===== src/wcm_pkg.sv =====
/*
  constants shared by the watchdog with clock monitor: register offsets,
  field positions, key values, reset values and cycle counts.
  assumes an 8-bit register port with a 14-bit byte address and a single
  25 MHz clock.
*/
package wcm_pkg;

  //////////////////////////////////////////////////////////////////////////
  // register port
  localparam int          ADDR_W           = 14;
  localparam int          DATA_W           = 8;
  localparam logic [13:0] OFS_CLEAR_PORT   = 14'h3ff0;
  localparam logic [13:0] OFS_SERVICE_KEY  = 14'h001d;
  localparam logic [13:0] OFS_CONTROL      = 14'h001e;

  //////////////////////////////////////////////////////////////////////////
  // service key values
  localparam logic [7:0]  KEY_FIRST        = 8'h55;
  localparam logic [7:0]  KEY_SECOND       = 8'haa;

  //////////////////////////////////////////////////////////////////////////
  // control register layout, bits 7..5 read as zero
  localparam int          CTL_SEL_LO_BIT   = 0;
  localparam int          CTL_SEL_HI_BIT   = 1;
  localparam int          CTL_ENABLE_BIT   = 2;
  localparam int          CTL_CME_BIT      = 3;
  localparam int          CTL_FLAG_BIT     = 4;
  localparam logic [7:0]  CTL_RESET_VAL    = 8'h00;
  localparam logic [7:0]  READ_ZERO        = 8'h00;
  localparam int          ALT_CLEAR_BIT    = 0;

  //////////////////////////////////////////////////////////////////////////
  // counter geometry
  localparam int          CNT_W            = 21;
  localparam int          PRESCALE_BITS    = 15;
  localparam int          ALT_BITS         = 18;

  //////////////////////////////////////////////////////////////////////////
  // timing, in bus cycles
  localparam int          STAB_CYC         = 4064;
  localparam int          STAB_W           = 12;
  localparam int          RST_PULSE_CYC    = 4;
  localparam int          PULSE_W          = 3;

  //////////////////////////////////////////////////////////////////////////
  // stop handling states
  typedef enum logic [1:0] {
    WCM_RUN,
    WCM_STOPPED,
    WCM_STAB_RST,
    WCM_STAB_IRQ
  } wcm_stop_e;

endpackage : wcm_pkg


===== src/wcm_watchdog.sv =====
/*
  watchdog with two personalities (legacy keyed, alternate 18-bit) and a
  clock monitor, with a byte-wide register port and reset pin drive.
  assumes reset_n is the power-on reset of this block, all inputs are
  synchronous to ref_clk, and an analog detector flags slow or absent clock.
*/
`timescale 1ns/10ps
//
// Contract
// - key writes in order; other accesses may come between them.
// - expiry of either watchdog raises a full system reset.
// - service key is write-only; reading it returns zero, no effect.
// - reset flag set by watchdog or monitor reset, cleared by control read; code does not set it for a monitor reset caused by stop alone.
// - clock monitor enable readable always, writable only once.
// - enable and timeout select written together once per reset, reset clears.
// - legacy timeout is clock over 2^15 times 1, 4, 16 or 64.
// - control bits 7 to 5 always read zero.
// - legacy starts by software enable; alternate by option bit.
// - alternate watchdog is an 18-bit counter on the bus clock.
// - alternate: writing zero to clear-port bit 0 restarts the count.
// - reading the clear port returns the port-b interrupt option byte.
// - both personalities keep counting in wait mode.
// - stop entry clears the watchdog counter.
// - stop exit by reset clears after 4064 cycles; by interrupt keeps count.
// - enabled clock monitor resets on slow or absent clock, including stop.
// - monitor drives reset pin four cycles if slow, until recovery if absent; code drives the pin only in the legacy personality.
// - alternate stop-disable option activates the monitor so stop resets.
// - legacy: watchdog, monitor or power-on reset drive the reset pin low.
module wcm_watchdog (
  // clock and reset
  input  wire logic                     ref_clk,
  input  wire logic                     reset_n,
  // register port
  input  wire logic [wcm_pkg::ADDR_W-1:0] reg_addr,
  input  wire logic [wcm_pkg::DATA_W-1:0] reg_wdata,
  input  wire logic                     reg_wr,
  input  wire logic                     reg_rd,
  output logic      [wcm_pkg::DATA_W-1:0] reg_rdata,
  // personality and nonvolatile options
  input  wire logic                     alternate_personality,
  input  wire logic                     alt_watchdog_option_enable,
  input  wire logic                     stop_disable_option,
  input  wire logic [wcm_pkg::DATA_W-1:0] portb_interrupt_option,
  // low-power events from the core
  input  wire logic                     stop_enter,
  input  wire logic                     stop_wake_irq,
  input  wire logic                     stop_wake_reset,
  // clock detector and power-on status
  input  wire logic                     clk_slow_detect,
  input  wire logic                     clk_absent_detect,
  input  wire logic                     por_active,
  // reset pin, open drain
  input  wire logic                     reset_pin_in,
  output logic                          reset_pin_out,
  output logic                          reset_pin_oe,
  // system reset request
  output logic                          sys_reset_req
);
  import wcm_pkg::*;

  //////////////////////////////////////////////////////////////////////////
  // declarations
  logic                  enable_r;
  logic [1:0]            sel_r;
  logic                  ctl_once_r;
  logic                  cme_r;
  logic                  cme_once_r;
  logic                  flag_r;
  logic                  key_armed_r;
  logic [PULSE_W-1:0]    pulse_cnt_r;
  logic                  absent_hold_r;
  logic                  slow_prev_r;
  logic                  drive_r;
  logic [STAB_W-1:0]     stab_cnt_r;
  wcm_stop_e             stop_r;
  wcm_stop_e             stop_nxt;
  logic [CNT_W-1:0]      count;
  logic                  expired;
  logic                  any_reset;
  logic                  monitor_on;
  logic                  wr_key;
  logic                  wr_ctl;
  logic                  wr_clr;
  logic                  rd_ctl;
  logic                  key_done;
  logic                  alt_clear;
  logic                  stab_done;
  logic                  cnt_clear;
  logic                  cnt_run;
  logic                  slow_rise;
  logic                  fire_pulse;

  //////////////////////////////////////////////////////////////////////////
  // timeout limit, minus one, for the active personality
  function automatic logic [CNT_W-1:0] wcm_limit(input logic alt, input logic [1:0] sel);
    logic [CNT_W-1:0] lim;
    lim = '0;
    if (alt) begin
      lim = CNT_W'((22'h1 << ALT_BITS) - 22'h1);
    end else begin
      case (sel)
        2'b00:   lim = CNT_W'((22'h1 << PRESCALE_BITS) - 22'h1);
        2'b01:   lim = CNT_W'((22'h1 << (PRESCALE_BITS + 2)) - 22'h1);
        2'b10:   lim = CNT_W'((22'h1 << (PRESCALE_BITS + 4)) - 22'h1);
        default: lim = CNT_W'((22'h1 << (PRESCALE_BITS + 6)) - 22'h1);
      endcase
    end
    return lim;
  endfunction : wcm_limit

  //////////////////////////////////////////////////////////////////////////
  // address decode
  always_comb begin
    wr_key = 1'b0;
    wr_ctl = 1'b0;
    wr_clr = 1'b0;
    rd_ctl = 1'b0;
    if (reg_addr == OFS_SERVICE_KEY) begin
      wr_key = reg_wr;
    end else if (reg_addr == OFS_CONTROL) begin
      wr_ctl = reg_wr;
      rd_ctl = reg_rd;
    end else if (reg_addr == OFS_CLEAR_PORT) begin
      wr_clr = reg_wr;
    end
  end

  // any reset of the system, from us or from the pin
  assign any_reset  = sys_reset_req || !reset_pin_in;
  assign monitor_on = alternate_personality ? stop_disable_option : cme_r;

  //////////////////////////////////////////////////////////////////////////
  // service key sequence; stray values neither arm nor disarm
  always_ff @(posedge ref_clk) begin
    if (!reset_n) begin
      key_armed_r <= 1'b0;
    end else if (any_reset) begin
      key_armed_r <= 1'b0;
    end else if (wr_key && reg_wdata == KEY_FIRST) begin
      key_armed_r <= 1'b1;
    end else if (key_done) begin
      key_armed_r <= 1'b0;
    end
  end

  assign key_done  = wr_key && key_armed_r && (reg_wdata == KEY_SECOND);
  assign alt_clear = wr_clr && alternate_personality && !reg_wdata[ALT_CLEAR_BIT];

  //////////////////////////////////////////////////////////////////////////
  // write-once control fields; any system reset re-opens them
  always_ff @(posedge ref_clk) begin
    if (!reset_n) begin
      enable_r   <= CTL_RESET_VAL[CTL_ENABLE_BIT];
      sel_r      <= CTL_RESET_VAL[CTL_SEL_HI_BIT:CTL_SEL_LO_BIT];
      ctl_once_r <= 1'b0;
    end else if (any_reset) begin
      enable_r   <= CTL_RESET_VAL[CTL_ENABLE_BIT];
      sel_r      <= CTL_RESET_VAL[CTL_SEL_HI_BIT:CTL_SEL_LO_BIT];
      ctl_once_r <= 1'b0;
    end else if (wr_ctl && !ctl_once_r) begin
      enable_r   <= reg_wdata[CTL_ENABLE_BIT];
      sel_r      <= reg_wdata[CTL_SEL_HI_BIT:CTL_SEL_LO_BIT];
      ctl_once_r <= 1'b1;
    end
  end

  always_ff @(posedge ref_clk) begin
    if (!reset_n) begin
      cme_r      <= CTL_RESET_VAL[CTL_CME_BIT];
      cme_once_r <= 1'b0;
    end else if (any_reset) begin
      cme_r      <= CTL_RESET_VAL[CTL_CME_BIT];
      cme_once_r <= 1'b0;
    end else if (wr_ctl && !cme_once_r) begin
      cme_r      <= reg_wdata[CTL_CME_BIT];
      cme_once_r <= 1'b1;
    end
  end

  //////////////////////////////////////////////////////////////////////////
  // reset cause flag; set wins over the clearing read
  always_ff @(posedge ref_clk) begin
    if (!reset_n) begin
      flag_r <= CTL_RESET_VAL[CTL_FLAG_BIT];
    end else if (fire_pulse || (monitor_on && clk_absent_detect)) begin
      flag_r <= 1'b1;
    end else if (rd_ctl) begin
      flag_r <= 1'b0;
    end
  end

  //////////////////////////////////////////////////////////////////////////
  // read data, one cycle after the strobe
  always_ff @(posedge ref_clk) begin
    if (!reset_n) begin
      reg_rdata <= READ_ZERO;
    end else if (!reg_rd) begin
      reg_rdata <= READ_ZERO;
    end else if (reg_addr == OFS_CONTROL) begin
      reg_rdata <= {3'h0, flag_r, cme_r, enable_r, sel_r};
    end else if (reg_addr == OFS_CLEAR_PORT) begin
      reg_rdata <= portb_interrupt_option;
    end else begin
      reg_rdata <= READ_ZERO;
    end
  end

  //////////////////////////////////////////////////////////////////////////
  // stop handling; clocks are held while stopped, stabilisation counts
  always_comb begin
    stop_nxt = stop_r;
    case (stop_r)
      WCM_RUN: begin
        if (stop_enter) begin
          stop_nxt = WCM_STOPPED;
        end
      end
      WCM_STOPPED: begin
        if (stop_wake_reset) begin
          stop_nxt = WCM_STAB_RST;
        end else if (stop_wake_irq) begin
          stop_nxt = WCM_STAB_IRQ;
        end
      end
      default: begin
        if (stab_done) begin
          stop_nxt = WCM_RUN;
        end
      end
    endcase
  end

  always_ff @(posedge ref_clk) begin
    if (!reset_n) begin
      stop_r <= WCM_RUN;
    end else begin
      stop_r <= stop_nxt;
    end
  end

  always_ff @(posedge ref_clk) begin
    if (!reset_n) begin
      stab_cnt_r <= '0;
    end else if (stop_r == WCM_STAB_RST || stop_r == WCM_STAB_IRQ) begin
      stab_cnt_r <= stab_cnt_r + 1'b1;
    end else begin
      stab_cnt_r <= '0;
    end
  end

  assign stab_done = (stop_r == WCM_STAB_RST || stop_r == WCM_STAB_IRQ)
                     && (stab_cnt_r == STAB_W'(STAB_CYC - 1));

  //////////////////////////////////////////////////////////////////////////
  // timeout counter; wait mode does not gate it
  assign cnt_clear = any_reset
                     || key_done || alt_clear
                     || stop_enter
                     || (stab_done && stop_r == WCM_STAB_RST);
  assign cnt_run   = (alternate_personality ? alt_watchdog_option_enable : enable_r)
                     && (stop_r != WCM_STOPPED);

  wcm_counter u_counter (
    .ref_clk  (ref_clk),
    .reset_n  (reset_n),
    .clear    (cnt_clear),
    .run      (cnt_run),
    .limit_m1 (wcm_limit(alternate_personality, sel_r)),
    .count    (count),
    .expired  (expired)
  );

  //////////////////////////////////////////////////////////////////////////
  // reset generation: fixed pulse for expiry or slow clock, held for absence
  assign slow_rise  = clk_slow_detect && !slow_prev_r;
  assign fire_pulse = expired || (monitor_on && slow_rise);

  always_ff @(posedge ref_clk) begin
    if (!reset_n) begin
      slow_prev_r <= 1'b0;
    end else begin
      slow_prev_r <= clk_slow_detect;
    end
  end

  always_ff @(posedge ref_clk) begin
    if (!reset_n) begin
      pulse_cnt_r <= '0;
    end else if (fire_pulse) begin
      pulse_cnt_r <= PULSE_W'(RST_PULSE_CYC);
    end else if (pulse_cnt_r != '0) begin
      pulse_cnt_r <= pulse_cnt_r - 1'b1;
    end
  end

  // a stopped clock counts as absent, so stop with the monitor on resets;
  // the hold keeps itself, since the reset it raises also clears cme
  always_ff @(posedge ref_clk) begin
    if (!reset_n) begin
      absent_hold_r <= 1'b0;
    end else begin
      absent_hold_r <= (monitor_on || absent_hold_r)
                       && (clk_absent_detect || stop_r == WCM_STOPPED);
    end
  end

  assign sys_reset_req = (pulse_cnt_r != '0) || absent_hold_r;

  // alternate personality treats the pin as input only
  always_ff @(posedge ref_clk) begin
    if (!reset_n) begin
      drive_r <= 1'b0;
    end else begin
      drive_r <= !alternate_personality && (sys_reset_req || por_active);
    end
  end

  assign reset_pin_out = 1'b0;
  assign reset_pin_oe  = drive_r;
endmodule : wcm_watchdog


===== src/wcm_counter.sv =====
/*
  timeout counter of the watchdog: counts while run is high, clears on
  clear, and pulses expired for one cycle when it reaches limit_m1.
  assumes clear and run are synchronous to ref_clk.
*/
`timescale 1ns/10ps
module wcm_counter
  import wcm_pkg::*;
(
  // clock and reset
  input  wire logic                    ref_clk,
  input  wire logic                    reset_n,
  // control
  input  wire logic                    clear,
  input  wire logic                    run,
  input  wire logic [wcm_pkg::CNT_W-1:0] limit_m1,
  // status
  output logic      [wcm_pkg::CNT_W-1:0] count,
  output logic                         expired
);

  //////////////////////////////////////////////////////////////////////////
  // count; clear has priority so a service in the last cycle still saves us
  always_ff @(posedge ref_clk) begin
    if (!reset_n) begin
      count <= '0;
    end else if (clear) begin
      count <= '0;
    end else if (run) begin
      if (count >= limit_m1) begin
        count <= '0;
      end else begin
        count <= count + 1'b1;
      end
    end
  end

  //////////////////////////////////////////////////////////////////////////
  // one-cycle expiry pulse
  always_ff @(posedge ref_clk) begin
    if (!reset_n) begin
      expired <= 1'b0;
    end else begin
      expired <= run && !clear && (count >= limit_m1);
    end
  end

endmodule : wcm_counter


===== config.mk =====
export PLATFORM = sky130hd
export DESIGN_NAME = wcm_watchdog
export DESIGN_NICKNAME = d
export VERILOG_FILES = /design/src/wcm_pkg.sv /design/src/wcm_watchdog.sv /design/src/wcm_counter.sv
export SDC_FILE = /design/constraint.sdc
export NUM_CORES = 1
export LEC_CHECK = 0
export BUFFER_PORTS_ARGS = -buffer_cell sky130_fd_sc_hd__buf_2
export CORE_ASPECT_RATIO = 0.8
export CORE_MARGIN = 4
export CORE_UTILIZATION = 55
export CTS_BUF_LIST = sky130_fd_sc_hd__clkbuf_16
export CTS_CLUSTER_DIAMETER = 200
export CTS_CLUSTER_SIZE = 10
export DETAILED_ROUTE_END_ITERATION = 6
export PLACE_DENSITY = 0.83
export SLEW_MARGIN = 20
export SYNTH_ARGS = -nofsm -noshare
export SYNTH_HDL_FRONTEND = slang
export SYNTH_HIERARCHICAL = 1
export SYNTH_SLANG_ARGS = --single-unit

===== constraint.sdc =====
create_clock -name ref_clk -period 4.4 [get_ports ref_clk]
set_clock_uncertainty 0.2 [all_clocks]
set_input_delay 0 -clock ref_clk [delete_from_list [all_inputs] [get_ports ref_clk]]
set_output_delay 0 -clock ref_clk [all_outputs]
set_load 0.02 [all_outputs]

# Word level (Yosys, flattened, before mapping)
# Index checks and enable logic that the tools add are counted.
# op_classes
muxes,26
eq_ne,14
add_sub_neg,3
n_reduce_logical,50
n_bitwise,3
magnitude_cmp,1
# op_table
cell,count
$pmux W21 S3,1
$mux W21,2
$eq A14 B5 Y1 const B,2
$add A21 B1 Y21 const B,1
$ge A21 B21 Y1,1
$logic_and A1 B1 Y1,17
$eq A14 B14 Y1 const B,1
$mux W1,14
$add A12 B1 Y12 const B,1
$eq A12 B12 Y1 const B,1
$logic_or A1 B1 Y1,12
$mux W5,2
$eq A8 B7 Y1 const B,1
$eq A8 B8 Y1 const B,1
$mux W2,4
$logic_not A1 Y1,7
$eq A2 B2 Y1 const B,3
$mux W3,2
$reduce_bool A2 Y1,3
$reduce_bool A3 Y1,2
$reduce_or A2 Y1,3
$eq A2 B1 Y1 const B,2
$logic_not A2 Y1,2
$pmux W2 S2,1
8 further kinds,11
# word_totals
wordCells,115
input_bits,44
register_bits,58
out_inout_bits,11

# Depth between registers and ports, before layout
# Gate-level depths: netlist (run 1).
# depth
depth_word,12
ltp_mapped,12
mapped_depth_nobuf,11

# By module
# The synthesis (run 1) kept the hierarchy.
# by_module_without_submodules
module,cells_per_inst,area_each_um2,n_inst,seq_area_each_um2
wcm_watchdog,180,1702.9,1,720.7
wcm_counter,188,1550.2,1,440.4

# Worst setup path before layout (run 1)
# No wires, ideal clock.
# synth_path
path_type,reg-to-reg
start,register pulse_cnt_r[0]
end,register u_counter/count[6] (netlist name)
path_stages_with_launch,12
t_arrival_ns,2.220
path_buffers,0
path_slack_ns,1.922
period_less_slack_ns,2.478
path_cell_list,dfxtp_1 > inv_1 > ha_1 > ha_1 > and2b_2 > nand2_1 > a311oi_1 > o211ai_1 > nand2b_1 > or4_1 > a21oi_1 > a21o_1
# synth_via
elab_chain_cells,8
# synth_rtl
element,line_no,source
from (decl),wcm_watchdog.sv:70,logic [PULSE_W-1:0] pulse_cnt_r;
from (signal assigned),wcm_watchdog.sv:290,pulse_cnt_r <= PULSE_W'(RST_PULSE_CYC);
from (signal assigned),wcm_watchdog.sv:292,pulse_cnt_r <= pulse_cnt_r - 1'b1;
$reduce_bool A3 Y1,wcm_watchdog.sv:307,assign sys_reset_req = (pulse_cnt_r != '0) || absent_hold_r;
$logic_or A1 B1 Y1,wcm_watchdog.sv:307,
$logic_or A1 B1 Y1,wcm_watchdog.sv:129,assign any_reset = sys_reset_req || !reset_pin_in;
$logic_or A1 B1 Y1 (2 in series),wcm_watchdog.sv:257,|| key_done || alt_clear
$logic_or A1 B1 Y1,wcm_watchdog.sv:258,|| stop_enter
$logic_or A1 B1 Y1,wcm_watchdog.sv:259,|| (stab_done && stop_r == WCM_STAB_RST);
named net cnt_clear,wcm_watchdog.sv:88,logic cnt_clear;
$reduce_or A2 Y1 (no line),--,
to (signal assigned),wcm_counter.sv:33,count <= count + 1'b1;
to (decl),wcm_counter.sv:18,"output logic [wcm_pkg::CNT_W-1:0] count,"
# The timed path passes the listed nets, and every way through them passes these cells.
# A chain may end at the register's enable or synchronous reset.

# Worst setup path in the final report (run 1)
# layout_path
start,input reg_wr
end,register sel_r[1]
# layout_via
elab_chain_cells,3
# layout_rtl
element,line_no,source
from (decl),wcm_watchdog.sv:36,"input wire logic reg_wr,"
$mux W1,wcm_watchdog.sv:120,end else if (reg_addr == OFS_CONTROL) begin
$mux W1,wcm_watchdog.sv:118,if (reg_addr == OFS_SERVICE_KEY) begin
$logic_and A1 B1 Y1,wcm_watchdog.sv:160,end else if (wr_ctl && !ctl_once_r) begin
to (signal assigned),wcm_watchdog.sv:154,sel_r <= CTL_RESET_VAL[CTL_SEL_HI_BIT:CTL_SEL_LO_BIT];
to (signal assigned),wcm_watchdog.sv:158,sel_r <= CTL_RESET_VAL[CTL_SEL_HI_BIT:CTL_SEL_LO_BIT];
to (signal assigned),wcm_watchdog.sv:162,sel_r <= reg_wdata[CTL_SEL_HI_BIT:CTL_SEL_LO_BIT];
to (decl),wcm_watchdog.sv:64,logic [1:0] sel_r;
# No other way between the ends.

==> flow_metrics.tcl, run 1 <==
set metrics [dict create \
    yosys-top-cells-area "dfxtp_1 36%, ha_1 10%, nor2_1 5.0%" \
    critPathSlowestCell "dlygate4sd3_1" \
    core_area_um2 5590 \
    ys_seq_area_frac 0.357 \
    synthDistinctLibCells 61 \
    power_density_nw_per_um2 373 \
    synth-async-reset-ratio 0 \
    drt_iter0_markers 355 \
    fill_cells 353 \
    htree_levels 3 \
    r2r-start "stop_r[1]" \
    grt_pass1_vias 3374 \
    place.gp.congestion 0.889 \
    drc 0 \
    holdCritStartpoint "stop_disable_option" \
    syn_area_per_cell_um2 8.84 \
    cp_max_fo 6 \
    drive_gt1_frac 0.173 \
    critPathLaunch "reg_wr" \
    cp_common_cell "dlygate4sd3_1" \
    timing.slew.headroom 0.519 \
    wl_per_cell_um 16.7 \
    hold_viol_final 0 \
    synthTopCellsByCount "58 x dfxtp_1, 43 x nor2_1, 33 x inv_1, 26 x ha_1, 20 x nand2_1" \
    wirelength_mm 9.43 \
    post_cts_buffers 0 \
    max_slew.worst_pin.slew_ns 0.713 \
    first_pass_iters 5 \
    path_cells "dlygate4sd3_1 -> buf_2 -> or4bb_1 -> nor4_4 -> mux2i_1 -> dlygate4sd3_1 -> nor2_1 -> dlygate4sd3_1" \
    hold_class "input pin to flop" \
    netlist.area_leader.share 0.357 \
    syn_to_final_growth_pct 35.3 \
    grt_start_max_net_pins 18 \
    worst_skew_pair.late_latency_ns 0.33 \
    start_util 0.582 \
    cts.clk_slew.worst_paths_ns 0.06 \
    multi_input_area_um2 1990 \
    synth.largest_area_cell "dfxtp_1" \
    die_area_um2 7220 \
    setup_tns_ns 0 \
    critPathCaptureType "flop" \
    cts_buffer_depth 2 \
    fin_crit_sh 0.666 \
    die_w_um 94.0 \
    finalSetupViolCount 0 \
    preCtsSetupSlack_ns 1.68 \
    start_kind "input pin" \
    synthMostInstantiatedCell "dfxtp_1" \
    antenna_found_initial 0 \
    crit_path_max_incr_delay_ns 0.60 \
    ant_nets 0 \
    final_max_slew_viol_count 0 \
    synth_edf_count 0 \
    synth_seq_cells 58 \
    gr-usage-all-layers 0.270 \
    dp_hpwl_mm 5.68 \
    setup_slack_ns 1.47 \
    grt_setup_unrepaired "false" \
    tritoncts "built" \
    cp_num_buf_inv 4 \
    critPathRequiredTime_ns 4.41 \
    design_area_um2 4400 \
    rows 24 \
    power_leakage_nw 2.06 \
    vdd_drop_max_v 0.000289 \
    cap_violations 0 \
    synthCells 368 \
    ios 55 \
    status "completed" \
    clkSinkCount 58 \
    clockRootBuffer "clkbuf_16" \
    overflow 0 \
    place.port_buffers 53 \
    viasPerCell 5.76 \
    synth_area_um2 3250 \
    dpl-instance-area_um2 3630 \
    num_vias 3246 \
    cpLargestDelayFamily "buffers and inverters" \
    cp.arrival_ns 2.94 \
    nNetsFinal 551 \
    finalPower_w 0.00164 \
    synthFlopType "dfxtp_1" \
    register_area_um2 1160 \
    grt_first_pass_wirelength_mm 15.6 \
    crit_type "input pin to flop" \
    synth_warnings 6 \
    layout_min_cycle_time_ns 2.93 \
    die_y_um 76.8 \
    numCtsBuffers 9 \
    max_freq_mhz 341 \
    antenna_cells 0 \
]
## power by group
part           internal, W  total (W)  switching (W)  leakage [nW]
clock             0.000605   0.000849       0.000244         0.178
sequential        0.000542   0.000555      0.0000126         0.469
combinational     0.000104   0.000236       0.000132          1.41
## tightest hold or removal path, stage by stage
cell     delay (ns)
buf_2          0.07
mux2_2         0.16
a31oi_1        0.14
nand2_1        0.09
nor2_1         0.04
## layout make-up
class / instances / share of cell area
clock buffers: 9 / 0.0512
clock inverters: 7 / 0.0301
inverters: 33 / 0.0281
multi-input cells: 285 / 0.451
flip-flops and latches: 58 / 0.264
well taps: 78 / 0.0222
repair buffers: 94 / 0.153
## sequential cells by signal, indices dropped and copies added, names as in the netlist
signal	cells
absent_hold_r	1
cme_once_r	1
cme_r	1
ctl_once_r	1
enable_r	1
flag_r	1
key_armed_r	1
pulse_cnt_r	3
reg_rdata	8
reset_pin_oe	1
sel_r	2
slow_prev_r	1
stab_cnt_r	12
stop_r	2
u_counter/count	21
u_counter/expired	1
## cells by family after synthesis
| kind of cell | synth area share |
|---|---|
| other | 0.00231 |
| and+or+nand+nor | 0.288 |
| buffers and inverters | 0.0488 |
| xor gates and xnor gates | 0.0646 |
| adders and majority gates | 0.100 |
| DFF | 0.357 |
| AOI/OAI and AO/OA | 0.115 |
| muxes | 0.0250 |
## cells in the final DEF, fill, tap and decap left out, types with 3 or more instances in the layout
| cell | instances |
|---|---|
| nor2_1 | 43 |
| o21ai_0 | 4 |
| bufinv_16 | 4 |
| xnor2_1 | 7 |
| xor2_1 | 17 |
| ha_1 | 26 |
| nand2_1 | 20 |
| or4_1 | 4 |
| a22o_1 | 5 |
| or4_4 | 3 |
| nand4b_1 | 4 |
| buf_2 | 53 |
| nand2b_1 | 5 |
| nor3_1 | 5 |
| clkbuf_16 | 9 |
| dfxtp_1 | 58 |
| inv_1 | 34 |
| dlygate4sd3_1 | 41 |
| and3_1 | 5 |
| nor2b_1 | 8 |
| and2_1 | 5 |
| a21o_1 | 5 |
| or3_1 | 3 |
| nor4_1 | 3 |
| nand4_1 | 13 |
| conb_1 | 16 |
| and4_1 | 6 |
| a21oi_1 | 15 |
| nand3b_1 | 4 |
| nand3_1 | 17 |
| mux2i_1 | 7 |
## per-layer routing
metal | GRT usage | part of all wire
met1 | 0.293 | 0.39
met2 | 0.488 | 0.52
met3 | 0.0705 | 0.062
met4 | 0.120 | 0.033
met5 | 0 | 0
## worst paths after layout
| path | endpoint | slack, ns | depth (start not counted) |
|---|---|---|---|
| worst max-delay path | sel_r[1] | 1.47 | 8 |
| worst min-delay path | pulse_cnt_r[1] | 0.03 | 5 |
| worst max register to register | u_counter/count[20] | 1.49 | 8 |
| worst min register to register | stab_cnt_r[0] | 0.26 | 1 |
## timing repair
item                      CTS  global route
hold buffers               41             0
gates resized for setup     0             0
hold endpoints to repair   26             0
## through the flow
step	hold slack, ns	util	std cells
3_3_place_gp	0.000141	0.651	507
6_report	0.0274	0.788	564
3_5_place_dp	0.0117	0.651	507
4_1_cts	0.0000208	0.788	564
5_1_grt	0.0442	0.788	564
2_1_floorplan	-0.124	-	382
Power figures use the tool's default switching activity.
==> run 2, diff against run 1 <==
--- a/config.mk
+++ b/config.mk
@@ -8,12 +8,12 @@
 export BUFFER_PORTS_ARGS = -buffer_cell sky130_fd_sc_hd__buf_2
 export CORE_ASPECT_RATIO = 0.8
 export CORE_MARGIN = 4
-export CORE_UTILIZATION = 55
+export CORE_UTILIZATION = 51
 export CTS_BUF_LIST = sky130_fd_sc_hd__clkbuf_16
 export CTS_CLUSTER_DIAMETER = 200
 export CTS_CLUSTER_SIZE = 10
 export DETAILED_ROUTE_END_ITERATION = 6
-export PLACE_DENSITY = 0.83
+export PLACE_DENSITY = 0.81
 export SLEW_MARGIN = 20
 export SYNTH_ARGS = -nofsm -noshare
 export SYNTH_HDL_FRONTEND = slang
==> constraint.sdc (replaced) <==
create_clock -name ref_clk -period 2.4 [get_ports ref_clk]
set_clock_uncertainty 0.2 [all_clocks]
set_input_delay 0 -clock ref_clk [delete_from_list [all_inputs] [get_ports ref_clk]]
set_output_delay 0 -clock ref_clk [all_outputs]
set_load 0.02 [all_outputs]
==> run 2 against run 1 <==
  * The flow now finishes with violations (negative setup slack)
  * Count of clock-buffer cells in the layout did not move
  * Clock power rose by 34%
  * Sequential cell count did not move
  * Setup slack got worse by 1.6 ns
  * Largest power group unchanged
==> flow_metrics.tcl, run 2 (same netlist as run 1, synthesis figures left out) <==
set metrics [dict create \
    status "finished with violations" \
    violations "negative setup slack" \
    final_max_slew_viol_count 0 \
    dpl-instance-area_um2 3810 \
    hold_viol_final 0 \
    setup_tns_ns -2.53 \
    grt_setup_unrepaired "true" \
    final_cell_mix "57 x dfxtp_1, 52 x buf_2, 38 x dlygate4sd3_1, 30 x inv_1, 29 x nor2_1" \
    first_pass_iters 6 \
    cts.clk_slew.worst_paths_ns 0.05 \
    critPathCaptureType "flop" \
    seqPwrFrac 0.369 \
    fin_crit_sh 1.07 \
    wirelength_mm 11.0 \
    die_w_um 97.3 \
    cap_violations 0 \
    ant_nets 0 \
    register_area_um2 1160 \
    max_freq_mhz 389 \
    htree_levels 3 \
    viasPerCell 5.91 \
    setup_slack_ns -0.169 \
    grt_first_pass_wirelength_mm 16.6 \
    fill_cells 330 \
    nNetsFinal 579 \
    syn_to_final_growth_pct 45.3 \
    largest-register "u_counter/count" \
    rows 25 \
    vdd_drop_max_v 0.000515 \
    top_regs "u_counter/count: 21 flops, stab_cnt_r: 12 flops, reg_rdata: 8 flops" \
    holdCritStartpoint "reg_addr[0]" \
    die_y_um 79.4 \
    drive_gt1_frac 0.302 \
    layout_min_cycle_time_ns 2.57 \
    start_util 0.539 \
    pwr-share-comb 0.219 \
    clockRootBuffer "clkbuf_16" \
    grt_start_max_net_pins 18 \
    antenna_found_initial 0 \
    drc 0 \
    core_area_um2 6040 \
    cp_max_fo 7 \
    crit_type "flop to flop" \
    tritoncts "built" \
    timing.slew.headroom 0.435 \
    gr-usage-all-layers 0.267 \
    wl_per_cell_um 18.5 \
    clkSinkCount 58 \
    place.gp.congestion 0.900 \
    hold_class "input pin to flop" \
    max_slew.worst_pin.slew_ns 0.836 \
    critPathRequiredTime_ns 2.42 \
    dp_hpwl_mm 5.85 \
    antenna_cells 0 \
    design_area_um2 4730 \
    ios 55 \
    clkPwrFrac 0.412 \
    multi_input_area_um2 2190 \
    cp.arrival_ns 2.59 \
    place.port_buffers 53 \
    largest_reg_flops 21 \
    start_kind "flop" \
    drt_iter0_markers 319 \
    worst_skew_pair.late_latency_ns 0.33 \
    finalPower_w 0.00276 \
    intPower_w 0.00197 \
    critPathLaunch "sel_r[1]" \
    grt_pass1_vias 3590 \
    overflow 0 \
    final_common_cell "dfxtp_1" \
    finalSetupViolCount 22 \
    r2r-start "sel_r[1]" \
    power_leakage_nw 2.17 \
    die_area_um2 7730 \
    swShare 0.288 \
    power_density_nw_per_um2 584 \
    numCtsBuffers 9 \
    cts_buffer_depth 2 \
    switchingPower_w 0.000794 \
    num_vias 3514 \
]
==> run 2: metal layers <==
metal  vias up  GRT usage  routed length (um)
li1       1571          -                   -
met1      1646      0.282                3980
met2       213      0.491                5420
met3        84     0.0812                 907
met4         0      0.127                 734
met5         -          0                   0
==> run 2: cell type report <==
cell class,instances,area share
inverters,33,0.0262
multi-input cells,286,0.464
repair buffers,121,0.187
well taps,81,0.0214
clock inverters,7,0.00794
clock buffers,9,0.0476
flip-flops and latches,58,0.246
==> run 2: critical path: stages (launching register included) <==
cell	delay [ns]
dfxtp_2	0.35
nor2b_4	0.16
and2_4	0.15
inv_1	0.06
ha_4	0.27
nand4_1	0.17
nor3_2	0.27
nand3_1	0.14
nor3_2	0.17
a211o_4	0.19
buf_6	0.12
a21oi_1	0.05
a21o_1	0.16
==> run 2: worst paths after layout <==
kind,depth (start not counted),end,slack [ns]
setup / recovery,12,u_counter/count[2],-0.17
hold / removal,5,sel_r[0],0.06
setup reg to reg,12,u_counter/count[2],-0.17
hold reg to reg,1,stab_cnt_r[0],0.29
==> run 2: power by group through the flow <==
stage                     Combinational [W]  Clock (W)  Sequential (W)
after floorplan                    0.000261          0         0.00103
after global placement             0.000414          0         0.00103
after detailed placement           0.000433          0         0.00103
after CTS                          0.000520    0.00113         0.00101
after global routing               0.000662    0.00120         0.00102
final                              0.000606    0.00114         0.00102
==> run 2: through the flow <==
stage                     hold WS, ns  utilization  cells  setup slack, ns
after floorplan                -0.124            -    382          0.00281
after global placement        0.00333        0.632    532          -0.0397
after detailed placement      0.00866        0.632    532           -0.133
after CTS                      0.0159        0.760    592          -0.0388
after global routing           0.0602        0.783    595           -0.220
final                          0.0556        0.783    595           -0.169
==> run 2: timing repair <==
action,in CTS,in global routing
hold buffers,41,1
buffers inserted,2,5
hold endpoints to repair,27,1
resized for setup,16,32
pin swaps,14,16
gates cloned,1,0
endpoints found under the setup margin,21,26
